===== src/common/isptac_pkg.sv =====
// Constants and types shared by the flash programming control block.
`default_nettype none
package isptac_pkg;
   // Printed register offsets are register indices; byte address is 4x.
   localparam logic [9:0] IDX_ADDR_LOW = 10'h0E4;
   localparam logic [9:0] IDX_ADDR_HIGH = 10'h0E5;
   localparam logic [9:0] IDX_DATA_PORT = 10'h0E6;
   localparam logic [9:0] IDX_OP_CONTROL = 10'h0E7;
   localparam logic [9:0] IDX_KEY = 10'h0EE;
   localparam logic [9:0] IDX_ISP_CONTROL = 10'h0EF;
   localparam int ADDR_W = 12;

   // Timed access key values and window lengths in machine cycles.
   localparam logic [7:0] KEY_FIRST = 8'hAA;
   localparam logic [7:0] KEY_SECOND = 8'h55;
   localparam int KEY_WAIT_MC = 3;
   localparam int WINDOW_MC = 3;
   localparam int CLKS_PER_MC = 1;
   localparam logic [1:0] KEY_WAIT_CYCLES = 2'(KEY_WAIT_MC * CLKS_PER_MC);
   localparam logic [1:0] WINDOW_CYCLES = 2'(WINDOW_MC * CLKS_PER_MC);
   localparam logic [2:0] SWRST_CYCLES = 3'h4;

   // Field positions of the programming-control register.
   localparam int ISP_EN_BIT = 0;
   localparam int BOOT_SEL_BIT = 1;
   localparam int RUN_BANK_BIT = 5;
   localparam int DEV_RST_BIT = 7;

   // Field positions of the flash operation control byte.
   localparam int OP_BANK_BIT = 6;
   localparam int OP_OE_BIT = 5;
   localparam int OP_CE_BIT = 4;
   localparam logic [3:0] CODE_ERASE = 4'h2;
   localparam logic [3:0] CODE_PROGRAM = 4'h1;
   localparam logic [3:0] CODE_READ = 4'h0;

   localparam int APP_BANK_BYTES = 65536;
   localparam int LDR_BANK_BYTES = 4096;

   localparam logic [1:0] RESP_OKAY = 2'h0;
   localparam logic [1:0] RESP_SLVERR = 2'h2;

   localparam logic [6:0] OP_CONTROL_RST = 7'h00;
   localparam logic [7:0] BYTE_RST = 8'h00;

   typedef enum logic [0:0] {SEQ_IDLE, SEQ_RUN} isptac_seq_state_t;
endpackage
`default_nettype wire


===== src/rtl/isptac_ctrl.sv =====
// Timed-access guarded in-system flash programming control with AXI4-Lite.
`default_nettype none
`timescale 1ns/100ps
module isptac_ctrl #(
   parameter int FLASH_AW = 16,
   parameter int LDR_AW = 12
) (
   input wire logic i_mclk,
   input wire logic i_sys_rst,
   input wire logic [isptac_pkg::ADDR_W-1:0] i_awaddr,
   input wire logic i_awvalid,
   output logic o_awready,
   input wire logic [31:0] i_wdata,
   input wire logic [3:0] i_wstrb,
   input wire logic i_wvalid,
   output logic o_wready,
   output logic [1:0] o_bresp,
   output logic o_bvalid,
   input wire logic i_bready,
   input wire logic [isptac_pkg::ADDR_W-1:0] i_araddr,
   input wire logic i_arvalid,
   output logic o_arready,
   output logic [31:0] o_rdata,
   output logic [1:0] o_rresp,
   output logic o_rvalid,
   input wire logic i_rready,
   input wire logic i_cpu_idle,
   input wire logic i_wake,
   output logic o_cpu_rst,
   output logic o_pc_clear,
   output logic o_fetch_loader,
   output logic o_isp_mode,
   output logic o_flash_busy,
   output logic o_fl_erase,
   output logic o_fl_prog,
   output logic o_fl_read,
   output logic o_fl_bank,
   output logic [FLASH_AW-1:0] o_fl_addr,
   output logic [7:0] o_fl_wdata,
   input wire logic i_fl_done,
   input wire logic [7:0] i_fl_rdata
);
   typedef struct packed {
      logic [1:0] key_cnt;
      logic [1:0] win_cnt;
      logic isp_en;
      logic boot_sel;
      logic dev_rst;
      logic run_ldr;
      logic [2:0] rst_cnt;
      logic cpu_rst;
      logic [6:0] op_ctl;
      logic [7:0] addr_hi;
      logic [7:0] addr_lo;
      logic [7:0] fdata;
      logic idle_q;
      logic pc_clr;
      logic start;
   } isptac_core_t;

   typedef struct packed {
      logic aw_got;
      logic w_got;
      logic [isptac_pkg::ADDR_W-1:0] awaddr;
      logic [7:0] wdata;
      logic wlane0;
      logic awready;
      logic wready;
      logic bvalid;
      logic [1:0] bresp;
      logic arready;
      logic rvalid;
      logic [1:0] rresp;
      logic [31:0] rdata;
   } isptac_bus_t;

   typedef struct packed {
      isptac_core_t core;
      isptac_bus_t bus;
   } isptac_state_t;

   isptac_state_t st;
   isptac_state_t next_st;
   logic seq_rd_valid;
   logic [7:0] seq_rd_data;
   logic seq_busy;
   logic wr_fire;
   logic [9:0] wr_idx;
   logic [9:0] rd_idx;
   logic [7:0] wd;
   logic [7:0] rd_byte;
   logic rd_hit;
   logic isp_wr;
   logic key_wr;

   always_comb begin
      next_st = st;
      next_st.core.pc_clr = 1'b0;
      next_st.core.start = 1'b0;
      wr_fire = st.bus.aw_got && st.bus.w_got && !st.bus.bvalid;
      wr_idx = st.bus.awaddr[isptac_pkg::ADDR_W-1:2];
      rd_idx = i_araddr[isptac_pkg::ADDR_W-1:2];
      wd = st.bus.wdata;
      isp_wr = wr_fire && st.bus.wlane0 && (wr_idx == isptac_pkg::IDX_ISP_CONTROL);
      key_wr = wr_fire && st.bus.wlane0 && (wr_idx == isptac_pkg::IDX_KEY);

      // Both counters run down every cycle; zero means closed.
      if (st.core.key_cnt != 2'h0) begin
         next_st.core.key_cnt = st.core.key_cnt - 2'h1;
      end
      if (st.core.win_cnt != 2'h0) begin
         next_st.core.win_cnt = st.core.win_cnt - 2'h1;
      end

      // Write channel: address and data are caught independently.
      if (st.bus.awready && i_awvalid) begin
         next_st.bus.aw_got = 1'b1;
         next_st.bus.awaddr = i_awaddr;
      end
      if (st.bus.wready && i_wvalid) begin
         next_st.bus.w_got = 1'b1;
         next_st.bus.wdata = i_wdata[7:0];
         next_st.bus.wlane0 = i_wstrb[0];
      end
      if (st.bus.bvalid && i_bready) begin
         next_st.bus.bvalid = 1'b0;
      end
      if (wr_fire) begin
         next_st.bus.aw_got = 1'b0;
         next_st.bus.w_got = 1'b0;
         next_st.bus.bvalid = 1'b1;
         next_st.bus.bresp = isptac_pkg::RESP_OKAY;
         unique case (wr_idx)
            isptac_pkg::IDX_ADDR_LOW,
            isptac_pkg::IDX_ADDR_HIGH,
            isptac_pkg::IDX_DATA_PORT,
            isptac_pkg::IDX_OP_CONTROL,
            isptac_pkg::IDX_KEY,
            isptac_pkg::IDX_ISP_CONTROL: next_st.bus.bresp = isptac_pkg::RESP_OKAY;
            default: next_st.bus.bresp = isptac_pkg::RESP_SLVERR;
         endcase
         // A write with lane 0 disabled is answered but stores nothing.
         if (st.bus.wlane0) begin
            unique case (wr_idx)
               isptac_pkg::IDX_ADDR_LOW: next_st.core.addr_lo = wd;
               isptac_pkg::IDX_ADDR_HIGH: next_st.core.addr_hi = wd;
               isptac_pkg::IDX_DATA_PORT: next_st.core.fdata = wd;
               isptac_pkg::IDX_OP_CONTROL: next_st.core.op_ctl = wd[6:0];
               isptac_pkg::IDX_KEY: begin
                  if (wd == isptac_pkg::KEY_FIRST) begin
                     next_st.core.key_cnt = isptac_pkg::KEY_WAIT_CYCLES;
                  end else if (wd == isptac_pkg::KEY_SECOND) begin
                     // A late second key finds the counter at zero.
                     if (st.core.key_cnt != 2'h0) begin
                        next_st.core.win_cnt = isptac_pkg::WINDOW_CYCLES;
                     end
                     next_st.core.key_cnt = 2'h0;
                  end else begin
                     next_st.core.key_cnt = 2'h0;
                     next_st.core.win_cnt = 2'h0;
                  end
               end
               isptac_pkg::IDX_ISP_CONTROL: begin
                  if (st.core.win_cnt != 2'h0) begin
                     next_st.core.isp_en = wd[isptac_pkg::ISP_EN_BIT];
                     next_st.core.boot_sel = wd[isptac_pkg::BOOT_SEL_BIT];
                     if (wd[isptac_pkg::DEV_RST_BIT]) begin
                        next_st.core.dev_rst = 1'b1;
                        next_st.core.rst_cnt = isptac_pkg::SWRST_CYCLES;
                     end
                  end
               end
               default: next_st.core.addr_lo = st.core.addr_lo;
            endcase
         end
      end
      next_st.bus.awready = !next_st.bus.aw_got && !next_st.bus.bvalid;
      next_st.bus.wready = !next_st.bus.w_got && !next_st.bus.bvalid;

      // Read channel answers one cycle after the address is taken.
      rd_hit = 1'b1;
      unique case (rd_idx)
         isptac_pkg::IDX_ADDR_LOW: rd_byte = st.core.addr_lo;
         isptac_pkg::IDX_ADDR_HIGH: rd_byte = st.core.addr_hi;
         isptac_pkg::IDX_DATA_PORT: rd_byte = st.core.fdata;
         isptac_pkg::IDX_OP_CONTROL: rd_byte = {1'b0, st.core.op_ctl};
         isptac_pkg::IDX_KEY: rd_byte = isptac_pkg::BYTE_RST;
         isptac_pkg::IDX_ISP_CONTROL: begin
            rd_byte = isptac_pkg::BYTE_RST;
            rd_byte[isptac_pkg::DEV_RST_BIT] = st.core.dev_rst;
            rd_byte[isptac_pkg::RUN_BANK_BIT] = st.core.run_ldr;
            rd_byte[isptac_pkg::BOOT_SEL_BIT] = st.core.boot_sel;
            rd_byte[isptac_pkg::ISP_EN_BIT] = st.core.isp_en;
         end
         default: begin
            rd_byte = isptac_pkg::BYTE_RST;
            rd_hit = 1'b0;
         end
      endcase
      if (st.bus.rvalid && i_rready) begin
         next_st.bus.rvalid = 1'b0;
      end
      if (st.bus.arready && i_arvalid) begin
         next_st.bus.rvalid = 1'b1;
         next_st.bus.rdata = {24'h000000, rd_byte};
         next_st.bus.rresp = rd_hit ? isptac_pkg::RESP_OKAY : isptac_pkg::RESP_SLVERR;
      end
      next_st.bus.arready = !next_st.bus.rvalid && !(st.bus.arready && i_arvalid);

      // Flash ops start when the core drops into idle with IN_SYSTEM_PROGRAMMING enabled.
      next_st.core.idle_q = i_cpu_idle;
      if (st.core.isp_en && i_cpu_idle && !st.core.idle_q && !seq_busy) begin
         next_st.core.start = 1'b1;
      end
      if (seq_rd_valid) begin
         next_st.core.fdata = seq_rd_data;
      end

      // Switch to the loader bank happens only at a wake-up, never mid-instruction.
      if (i_wake && (st.core.isp_en || st.core.boot_sel) && !st.core.run_ldr) begin
         next_st.core.run_ldr = 1'b1;
         next_st.core.pc_clr = 1'b1;
      end

      // Reset sequence returns every core register, bank included, to reset; bus and sequencer state are kept.
      if (st.core.rst_cnt != 3'h0) begin
         next_st.core.rst_cnt = st.core.rst_cnt - 3'h1;
         if (st.core.rst_cnt == 3'h1) begin
            next_st.core = '0;
         end
      end
      next_st.core.cpu_rst = (next_st.core.rst_cnt != 3'h0);
   end

   always_ff @(posedge i_mclk) begin
      if (i_sys_rst) begin
         st <= '0;
      end else begin
         st <= next_st;
      end
   end

   isptac_flash_seq #(
      .AW(FLASH_AW),
      .LDR_AW(LDR_AW)
   ) isptac_flash_seq_inst (
      .i_mclk(i_mclk),
      .i_sys_rst(i_sys_rst),
      .i_start(st.core.start),
      .i_op(st.core.op_ctl),
      .i_addr({st.core.addr_hi, st.core.addr_lo}),
      .i_wdata(st.core.fdata),
      .i_fl_done(i_fl_done),
      .i_fl_rdata(i_fl_rdata),
      .o_fl_erase(o_fl_erase),
      .o_fl_prog(o_fl_prog),
      .o_fl_read(o_fl_read),
      .o_fl_bank(o_fl_bank),
      .o_fl_addr(o_fl_addr),
      .o_fl_wdata(o_fl_wdata),
      .o_busy(seq_busy),
      .o_rd_valid(seq_rd_valid),
      .o_rd_data(seq_rd_data)
   );

   assign o_awready = st.bus.awready;
   assign o_wready = st.bus.wready;
   assign o_bvalid = st.bus.bvalid;
   assign o_bresp = st.bus.bresp;
   assign o_arready = st.bus.arready;
   assign o_rvalid = st.bus.rvalid;
   assign o_rresp = st.bus.rresp;
   assign o_rdata = st.bus.rdata;
   assign o_cpu_rst = st.core.cpu_rst;
   assign o_pc_clear = st.core.pc_clr;
   assign o_fetch_loader = st.core.run_ldr;
   assign o_isp_mode = st.core.isp_en;
   assign o_flash_busy = seq_busy;
endmodule // isptac_ctrl
`default_nettype wire


===== src/rtl/isptac_flash_seq.sv =====
// Flash array operation sequencer: decodes the control byte and runs one op.
`default_nettype none
`timescale 1ns/100ps
module isptac_flash_seq #(
   parameter int AW = 16,
   parameter int LDR_AW = 12
) (
   input wire logic i_mclk,
   input wire logic i_sys_rst,
   input wire logic i_start,
   input wire logic [6:0] i_op,
   input wire logic [AW-1:0] i_addr,
   input wire logic [7:0] i_wdata,
   input wire logic i_fl_done,
   input wire logic [7:0] i_fl_rdata,
   output logic o_fl_erase,
   output logic o_fl_prog,
   output logic o_fl_read,
   output logic o_fl_bank,
   output logic [AW-1:0] o_fl_addr,
   output logic [7:0] o_fl_wdata,
   output logic o_busy,
   output logic o_rd_valid,
   output logic [7:0] o_rd_data
);
   typedef struct packed {
      isptac_pkg::isptac_seq_state_t state;
      logic erase;
      logic prog;
      logic rd;
      logic bank;
      logic [AW-1:0] addr;
      logic [7:0] wdata;
      logic rd_valid;
      logic [7:0] rd_data;
   } isptac_seq_t;

   isptac_seq_t st;
   isptac_seq_t next_st;
   logic ce_ok;
   logic oe;
   logic [3:0] code;

   always_comb begin
      next_st = st;
      next_st.rd_valid = 1'b0;
      ce_ok = !i_op[isptac_pkg::OP_CE_BIT];
      oe = i_op[isptac_pkg::OP_OE_BIT];
      code = i_op[3:0];
      unique case (st.state)
         isptac_pkg::SEQ_IDLE: begin
            if (i_start) begin
               next_st.bank = i_op[isptac_pkg::OP_BANK_BIT];
               // Loader bank only decodes its low address bits.
               if (i_op[isptac_pkg::OP_BANK_BIT]) begin
                  next_st.addr = {{(AW-LDR_AW){1'b0}},
                     i_addr[LDR_AW-1:0]};
               end else begin
                  next_st.addr = i_addr;
               end
               next_st.wdata = i_wdata;
               next_st.erase = ce_ok && oe && (code == isptac_pkg::CODE_ERASE);
               next_st.prog = ce_ok && oe && (code == isptac_pkg::CODE_PROGRAM);
               next_st.rd = ce_ok && !oe && (code == isptac_pkg::CODE_READ);
               if (next_st.erase || next_st.prog || next_st.rd) begin
                  next_st.state = isptac_pkg::SEQ_RUN;
               end
            end
         end
         isptac_pkg::SEQ_RUN: begin
            if (i_fl_done) begin
               if (st.rd) begin
                  next_st.rd_valid = 1'b1;
                  next_st.rd_data = i_fl_rdata;
               end
               next_st.erase = 1'b0;
               next_st.prog = 1'b0;
               next_st.rd = 1'b0;
               next_st.state = isptac_pkg::SEQ_IDLE;
            end
         end
      endcase
   end

   always_ff @(posedge i_mclk) begin
      if (i_sys_rst) begin
         st <= '0;
      end else begin
         st <= next_st;
      end
   end

   assign o_fl_erase = st.erase;
   assign o_fl_prog = st.prog;
   assign o_fl_read = st.rd;
   assign o_fl_bank = st.bank;
   assign o_fl_addr = st.addr;
   assign o_fl_wdata = st.wdata;
   assign o_busy = (st.state == isptac_pkg::SEQ_RUN);
   assign o_rd_valid = st.rd_valid;
   assign o_rd_data = st.rd_data;
endmodule // isptac_flash_seq
`default_nettype wire


===== config.mk =====
export PLATFORM = sky130hd
export DESIGN_NAME = isptac_ctrl
export DESIGN_NICKNAME = d
export VERILOG_FILES = /design/src/common/isptac_pkg.sv /design/src/rtl/isptac_ctrl.sv /design/src/rtl/isptac_flash_seq.sv
export SDC_FILE = /design/constraint.sdc
export NUM_CORES = 1
export LEC_CHECK = 0
export BUFFER_PORTS_ARGS = -buffer_cell sky130_fd_sc_hd__buf_2
export CORE_UTILIZATION = 35
export DETAILED_ROUTE_END_ITERATION = 8
export PLACE_DENSITY_LB_ADDON = 0.12
export SLEW_MARGIN = 20
export SYNTH_ARGS = -nofsm -noshare
export SYNTH_HDL_FRONTEND = slang
export SYNTH_SLANG_ARGS = --single-unit

===== constraint.sdc =====
create_clock -name i_mclk -period 1.9 [get_ports i_mclk]
set_input_delay 0 -clock i_mclk [delete_from_list [all_inputs] [get_ports i_mclk]]
set_output_delay 0 -clock i_mclk [all_outputs]
set_load 0.01 [all_outputs]

After elaboration in Yosys (flattened, before gate mapping)

Index checks and enable logic that the tools add are counted.

Reduce and logical (&&, ||, !) cells: 45
Multiplexer cells: 46
Bitwise gates (word level): 2
Eq/ne operators: 19
Add/subtract/negate cells: 3

Operators with widths:

| cell                                            | count |
|---|---|
| == test 10 x 8 -> 1 bit (second input constant) | 12 |
| two-way mux 46 bit                              | 2 |
| two-way mux 31 bit                              | 2 |
| case mux 8 bit (5 select lines)                 | 1 |
| two-way mux 35 bit                              | 1 |
| two-way mux 8 bit                               | 4 |
| two-way mux 29 bit                              | 1 |
| two-way mux 3 bit                               | 8 |
| two-way mux 7 bit                               | 3 |
| logical AND 1 bit                               | 20 |
| two-way mux 2 bit                               | 9 |
| two-way mux 16 bit                              | 1 |
| OR reduction 6 bit                              | 2 |
| zero test 1 bit                                 | 11 |
| two-way mux 1 bit                               | 10 |
| two-way mux 9 bit                               | 1 |
| == test 8 x 7 -> 1 bit (second input constant)  | 1 |
| == test 8 bit (second input constant)           | 1 |
| two-way mux 4 bit                               | 2 |
| case mux 4 bit (2 select lines)                 | 1 |
| nonzero test 3 bit                              | 2 |
| == test 4 x 1 -> 1 bit (second input constant)  | 1 |
| == test 4 x 2 -> 1 bit (second input constant)  | 1 |
| zero test 4 bit                                 | 1 |
| other kinds (10)                                | 17 |

Output and inout bits: 74
Register bits: 124
Word-level logic and storage cells: 152

Logic depth before layout (Yosys ltp)

Gate-level depths: netlist of the first run.

Depth after elaboration: 11
Gate-level depth with buffers: 7
Depth with buffers taken out: 6

Cells and area by module

From an unflattened synthesis of the first run, not the netlist that was laid out.

Cells, all modules: 600
Area total of the unflattened synthesis: 5186.2 um^2

By module, submodules not included:

| module           | times used | cells an instance | area an instance (um^2) |
|---|---|---|---|
| isptac_ctrl      | 1          | 433               | 3812.4 |
| isptac_flash_seq | 1          | 167               | 1373.8 |

Worst setup path after synthesis of the first run

No wires, ideal clock.

Kind: register to register
Start: reg st[61] (netlist name)
End: reg st[107] (netlist name)
Setup slack: 0.132 ns
Required time: 1.834 ns
Stages on the path, launching flop included: 6
Buffers on the path: 1
Period minus slack after synthesis: 1.768 ns
Arrival: 1.702 ns
Cell sequence: dfxtp_1 -> nand4bb_1 -> buf_6 -> or4b_4 -> or3_4 -> a21oi_2

Word-level cells in the longest chain between the ends: 6

RTL lines:

| what                      | line               | RTL |
|---|---|---|
| start: declaration        | isptac_ctrl.sv:82  | `isptac_state_t st;` |
| start signal: assignment  | isptac_ctrl.sv:239 | `st <= next_st;` |
| == test 10 x 8 -> 1 bit * | isptac_ctrl.sv:144 | `unique case (wr_idx)` |
| two-way mux 4 bit *       | isptac_ctrl.sv:144 |  |
| two-way mux 7 bit *       | isptac_ctrl.sv:143 | `if (st.bus.wlane0) begin` |
| two-way mux 7 bit *       | isptac_ctrl.sv:128 | `if (wr_fire) begin` |
| two-way mux 46 bit        | isptac_ctrl.sv:228 | `if (st.core.rst_cnt == 3'h1) begin` |
| two-way mux 46 bit *      | isptac_ctrl.sv:226 | `if (st.core.rst_cnt != 3'h0) begin` |

Mark *: on every way between the ends. The rest lies on a longest branch, timed or not.
A chain may end at the register's enable or synchronous reset.

Final worst setup path of the first run

Start: reg st[61] (netlist name)
End: reg st[73] (netlist name)

Word-level cells in the longest chain between the ends: 7

RTL lines:

| what                      | line               | RTL |
|---|---|---|
| == test 10 x 8 -> 1 bit * | isptac_ctrl.sv:144 |  |
| two-way mux 8 bit *       | isptac_ctrl.sv:144 |  |
| two-way mux 31 bit *      | isptac_ctrl.sv:143 |  |
| two-way mux 31 bit *      | isptac_ctrl.sv:128 |  |
| two-way mux 8 bit *       | isptac_ctrl.sv:215 | `if (seq_rd_valid) begin` |
| two-way mux 46 bit        | isptac_ctrl.sv:228 |  |
| two-way mux 46 bit *      | isptac_ctrl.sv:226 |  |

Marks and branches as above.

==> metrics.md, run 1 <==
| Metric | Value |
|---|---|
| Run status | `completed` |
| Slew Limit Headroom | `60.8%` |
| CP Cell Sequence | `nand4bb_1, buf_4, nor4_4, buf_6, mux2_2, nor3_1` |
| Final setup margin | `116 ps` |
| 1st-pass router iterations | `5` |
| Initial antenna violation count | `0` |
| Final Cell Area | `6720 sq um` |
| Clk slew on worst S/H paths | `50 ps` |
| Final setup viols | `0` |
| Gr usage total | `between 15 and 20%` |
| P_leak | `0.00270 uW` |
| CP max stage delay | `340 ps` |
| Row count | `44` |
| Worst-margin pin slew | `582 ps` |
| First-pass GRT wire length | `about 21000 um` |
| Flops & latches, synth | `120` |
| Die Wd | `124 um` |
| Worst min-delay path class | `in2reg` |
| Final worst path period share | `93.9%` |
| Crit. End Element | `register` |
| Met1 WL | `approximately 6200 um` |
| Final Skew | `~12 ps` |
| Sequential-to-total area share from yosys stat | `45.8%` |
| DPL Wire Length | `between 9000 and 10000 um` |
| Dpl ws | `90.9 ps` |
| Slew Viols, Final | `0` |
| Post-synthesis cell count | `between 600 and 700` |
| Vias | `4445` |
| Post-synth cell types | `53` |
| H-tree Lvls | `4` |
| Crit path kind | `reg2reg` |
| Most frequent cells in the layout | `dfxtp_1 (120), nand2_1 (114), buf_2 (94)` |
| Launching element type of the critical path | `register` |
| Worst endpoint required time | `2240 ps` |
| Hold Fails Final Rpt | `0` |
| Synth-to-Final Area Change | `28.2%` |
| Post-DR wirelength/cell | `14.3 um` |
| Die Ht | `124 um` |
| MaxCap Viol Count | `0` |
| Layout Cells excl Fill | `925` |
| GPL Wtd Cong | `between 0.7 and 0.8` |
| Mean Syn Cell Area | `8.70 sq um` |
| Vias in the first global route | `4107` |
| I/O pin cnt | `152` |
| Clk sinks | `120` |
| Core Footprint | `14600 sq um` |
| Maximum clock frequency | `561 MHz` |
| Worst EP arrival | `2120 ps` |
| Largest net degree at the start of global routing | `41` |
| Gr ovfl total | `0` |
| Minimum clock period after layout | `1780 ps` |
| RSZ-0062 raised after global routing | `false` |
| Final WL | `13200 um` |
| Met3 wire length | `638 um` |
| Mapped Area | `about 5200 sq um` |
| Starting DRT DRC Count | `182` |
| Async set-reset flop share out of synthesis | `0%` |
| Number of enable flip-flop cells after synthesis | `0` |
| Layout cells sized above 1 | `22.9%` |
| Postcts setup bufs | `0` |
| Largest fanout on the critical path | `8` |
| Largest delay share family, worst path | `simple AND/OR/NAND/NOR gates` |
| TritonCTS buffer count | `17` |
| Ys Warns | `0` |
| Post-synth top flop | `dfxtp_1` |
| Skew-Pair Late Insertion Delay | `around 420 ps` |
| Buffers on Ports | `94` |
| Setup_tns | `0 ps` |
| TritonCTS clock tree | `built` |
| DP Area | `5850 sq um` |
| Crit path buf inv count | `2` |
| Number of diodes | `0` |
| DR vias/cell | `4.81` |
| Cell Pwr Density | `between 900 and 1000 nW/um^2` |
| Detail Route Antenna Nets | `0` |
| Final net count | `approximately 800` |
| WL met2 | `6220 um` |
| Root buf cell | `clkbuf_16` |
| Slowest stage cell on the critical path | `mux2_2` |
| Cells after DPL | `862` |
| FF-to-FF setup slack | `120 ps` |
| Commonest non-fill, non-tap cell in the layout | `dfxtp_1` |
| Initial core utilization | `35.9%` |
| DRC | `0` |
| Top sig layer | `met4` |
| Area of the die | `15500 sq um` |
| Peak supply drop | `0.571 mV` |
| Clock Tree Buf Depth | `2` |
-- final timing paths --
path                                                            end                                 from  depth (start not counted)
worst max register to register                               st[73]                               st[61]                          6
worst min-delay path                                     o_rresp[1]                          i_araddr[6]                          4
worst max-delay path                                         st[73]                               st[61]                          6
worst min register to register  isptac_flash_seq_inst.o_fl_addr[12]  isptac_flash_seq_inst.o_fl_addr[12]                          2
-- cell usage after synthesis, types with 2 or more instances --
cell type | instances | area share [%]
nand4b_1 | 2 | 0.33
o21ai_0 | 8 | 0.76
nor3_1 | 22 | 2.1
buf_4 | 36 | 5.2
nor4_4 | 3 | 1.2
o211ai_1 | 2 | 0.29
nand2b_1 | 4 | 0.48
ha_1 | 3 | 0.72
a21oi_1 | 74 | 7.1
and2_1 | 5 | 0.60
nand2_1 | 114 | 8.2
mux2i_1 | 20 | 3.8
mux2_2 | 8 | 1.7
nand3_1 | 15 | 1.4
buf_1 | 6 | 0.43
and3_1 | 2 | 0.24
inv_1 | 5 | 0.36
nor2b_1 | 16 | 1.9
nand4bb_1 | 3 | 0.64
a21o_1 | 2 | 0.29
a221oi_1 | 4 | 0.67
and4_1 | 2 | 0.33
dfxtp_1 | 120 | 46
nand3b_1 | 6 | 0.86
or3b_1 | 2 | 0.33
nor4_1 | 5 | 0.60
nor2_1 | 54 | 3.9
and3b_1 | 3 | 0.50
mux4_2 | 7 | 3.0
clkbuf_1 | 24 | 1.7
or3_1 | 3 | 0.36
-- sequential cells by signal (all words and copies together), names as in the netlist, 8 cells and up --
signal,count
isptac_flash_seq_inst.o_fl_wdata,8
isptac_flash_seq_inst.o_fl_addr,16
isptac_flash_seq_inst.o_rd_data,8
o_rdata,8
wd,8
st,55
-- metrics by stage --
step / power (uW) / util [%] / hold slack [ps]
2_1_floorplan: 3150 / - / 136
3_3_place_gp: 3280 / 40.1 / 241
3_5_place_dp: 3300 / 40.1 / 249
4_1_cts: 6190 / 45.9 / 44.1
5_1_grt: 6390 / 46.0 / 99.1
6_report: 6130 / 46.0 / 60.7
-- worst min-delay path, cell delays in order --
cell and delay, ps:
buf_2 70, nand3b_1 140, a2111oi_0 80, nor3_1 130
-- logic make-up after synthesis --
family | share of synthesized area, %
fa+ha+maj | 0.716
flops | 45.8
mux | 8.55
compound gates | 10.6
other cells | 0.0716
buf+inv | 7.88
xor+xnor | 0.167
simple gates | 26.2
-- timing repair --
action / CTS / global route
hold buffers: 34 / 0
gates resized for setup: 0 / 3
endpoints found under the hold margin: 42 / 0
endpoints found under the setup margin: 0 / 4
-- where the power goes --
part / internal (uW) / switching [uW] / leakage, uW / total (uW)
registers: 2600 / 60.3 / 0.000972 / 2660
logic: 286 / 356 / 0.00147 / 642
clock network: 1770 / 1050 / 0.000252 / 2820
total: 4660 / 1460 / 0.00270 / 6130
-- metal layers --
metal / GRT usage, % / vias up
met2: 27.4 / 126
met1: 22.3 / 2046
met3: 5.50 / 11
met5: 0 / -
met4: 6.80 / 0
li1: - / 2262
-- area by class of cell --
| cell class | instances | area [sq um] |
|---|---|---|
| sequential | 120 | 2400 |
| fill | 1406 | 7870 |
| timing repair buffer | 152 | 1020 |
| clock buffer | 26 | 499 |
| clock inverter | 3 | 17.5 |
| tap | 184 | 230 |
| inverter | 5 | 18.8 |
| multi-input combinational | 435 | 2530 |
No activity file was read; power rests on OpenSTA's default activity.
==> run 2, diff against run 1 <==
--- a/config.mk
+++ b/config.mk
@@ -9,6 +9,7 @@
 export CORE_UTILIZATION = 35
 export DETAILED_ROUTE_END_ITERATION = 8
 export PLACE_DENSITY_LB_ADDON = 0.12
+export SETUP_SLACK_MARGIN = 0.15
 export SLEW_MARGIN = 20
 export SYNTH_ARGS = -nofsm -noshare
 export SYNTH_HDL_FRONTEND = slang
==> run 2 against run 1 <==
Compared with the run above:
- die area did not move
- combinational power rose by 6.9%
- worst hold slack got worse by 30 ps
- first-iteration DRC count rose by 21%
- fmax rose by 5.5%
- sequential share of layout area fell by 0.77 points
- non-clock buffer count rose by 8
- critical endpoint is now o_cpu_rst
- largest cell class unchanged
- largest power group unchanged
- highest routed layer unchanged
==> metrics.md, run 2 (synthesis gave the netlist of run 1 again) <==
| Metric | Value |
|---|---|
| DR vias/cell | `about 4.8` |
| Row count | `44` |
| TritonCTS buffer count | `17` |
| Slew Limit Headroom | `59.4%` |
| First-pass GRT wire length | `21500 um` |
| CP Cell Sequence | `nand4b_4, buf_4, nor3_2, buf_4, buf_4, a31o_2, or3_1` |
| Slowest stage cell on the critical path | `or3_1` |
| Run status | `completed` |
| Vias in the first global route | `4200` |
| FF-to-FF End | `o_cpu_rst` |
| Top sig layer | `met4` |
| Final setup margin | `around 210 ps` |
| Vias | `4492` |
| Area of the die | `15500 sq um` |
| CP max stage delay | `~360 ps` |
| P_leak | `around 0.0028 uW` |
| Worst Hold Depth | `4` |
| Maximum clock frequency | `591 MHz` |
| Largest fanout on the critical path | `4` |
| Largest net degree at the start of global routing | `41` |
| RR Startpoint | `o_bvalid` |
| Core Footprint | `14600 sq um` |
| Crit. End Element | `register` |
| Cell mode on critical path | `buf_4` |
| Final net count | `820` |
| Clk slew on worst S/H paths | `50 ps` |
| Launching element type of the critical path | `register` |
| Hold endpoint | `o_rresp[1]` |
| Final setup viols | `0` |
| Buffers on Ports | `94` |
| TritonCTS clock tree | `built` |
| Clock Tree Buf Depth | `2` |
| Hold Fails Final Rpt | `0` |
| Worst-margin pin slew | `604 ps` |
| Detail Route Antenna Nets | `0` |
| Initial antenna violation count | `0` |
| Root buf cell | `clkbuf_16` |
| Worst EP arrival | `1980 ps` |
| Initial core utilization | `35.9%` |
| DRC | `0` |
| Skew-Pair Late Insertion Delay | `420 ps` |
| Final worst path period share | `89.0%` |
| Worst min-delay path class | `in2reg` |
| Die Ht | `around 120 um` |
| Cell Pwr Density | `928 nW/um^2` |
| Starting DRT DRC Count | `220` |
| Post-DR wirelength/cell | `14.2 um` |
| Clk sinks | `between 100 and 150` |
| Worst Reg-to-Reg Cells | `7` |
| 1st-pass router iterations | `4` |
| H-tree Lvls | `4` |
| Cells after DPL | `866` |
| Peak supply drop | `0.567 mV` |
| Commonest non-fill, non-tap cell in the layout | `dfxtp_1` |
| Gr usage total | `between 10% and 20%` |
| Most frequent cells in the layout | `dfxtp_1 (115), nand2_1 (114), buf_2 (94)` |
| Most flops, register | `st` |
| Synth-to-Final Area Change | `31.5%` |
| Crit path buf inv count | `3` |
| Final WL | `13300 um` |
| Met3 wire length | `621 um` |
| Final Skew | `6.65 ps` |
| Met1 WL | `6380 um` |
| RSZ-0062 raised after global routing | `true` |
| Gr ovfl total | `0` |
| Crit path kind | `reg2reg` |
| Dpl ws | `-24.3 ps` |
| Minimum clock period after layout | `1690 ps` |
| GPL Wtd Cong | `approximately 0.74` |
| Layout Cells excl Fill | `936` |
| Number of diodes | `0` |
| Hold wc startpoint | `i_araddr[6]` |
| DPL Wire Length | `9440 um` |
| Final Cell Area | `6890 sq um` |
| FF-to-FF setup slack | `210 ps` |
| Layout cells sized above 1 | `about a quarter` |
| Die Wd | `124 um` |
| Setup_tns | `0 ps` |
| Max reg flops | `55` |
| I/O pin cnt | `152` |
| DP Area | `5880 sq um` |
| Largest delay share family, worst path | `simple AND/OR/NAND/NOR gates` |
| Final core occ | `roughly 47%` |
| Worst endpoint required time | `2190 ps` |
| MaxCap Viol Count | `0` |
| Slew Viols, Final | `0` |
| WL met2 | `slightly above 6000 um` |
[run 2: worst register-to-register path, stage by stage (launching register included)]
cell and delay, ps:
dfxtp_1 350, nand4b_4 180, buf_4 180, nor3_2 40, buf_4 140, buf_4 130
a31o_2 200, or3_1 360
[run 2: worst max path at each step]
stage                  start          to  slack [ps]  cells after the start
finish              o_bvalid   o_cpu_rst         210                      7
global route          st[60]      st[69]         120                      5
CTS                   st[55]     st[106]         160                      4
detailed placement    st[61]     st[104]         -20                      6
global placement      st[61]  o_isp_mode          20                      6
floorplan             st[53]      st[67]         170                      4
[run 2: metal layers]
layer / vias up / global-route usage [%]
met5: - / 0
met3: 16 / 5.28
li1: 2289 / -
met1: 2079 / 23.2
met4: 0 / 5.95
met2: 108 / 27.8
[run 2: through the flow]
| stage | hold slack, ps | total power, uW |
|---|---|---|
| after floorplan | 136 | 3150 |
| after global placement | 241 | 3290 |
| after detailed placement | 246 | 3300 |
| after CTS | 5.43 | 6420 |
| after global routing | 99.9 | 6660 |
| final | 31.1 | 6390 |
[run 2: final cells by class]
| type | instances | area (sq um) |
|---|---|---|
| clock buffers | 24 | 492 |
| clock inverters | 8 | 70.1 |
| fillers | 1444 | 7700 |
| inverters | 5 | 18.8 |
| multi-input cells | 435 | 2590 |
| flip-flops and latches | 120 | 2410 |
| well taps | 184 | 230 |
| repair buffers | 160 | 1080 |
[run 2: repair_timing]
| item | CTS | global route |
|---|---|---|
| hold buffers | 34 | 0 |
| gates resized for setup | 7 | 15 |
| endpoints found under the setup margin | 29 | 15 |
| buffers inserted | 1 | 3 |
| hold endpoints to repair | 42 | 0 |
| pin swaps | 2 | 3 |
[run 2: power by group]
group / total, uW / switching [uW] / leakage, uW / internal (uW)
Clock: 3040 / 1120 / 0.000276 / 1920
Combinational: 686 / 369 / 0.00151 / 317
Sequential: 2670 / 64.1 / 0.000974 / 2600
Total: 6390 / 1550 / 0.00276 / 4840
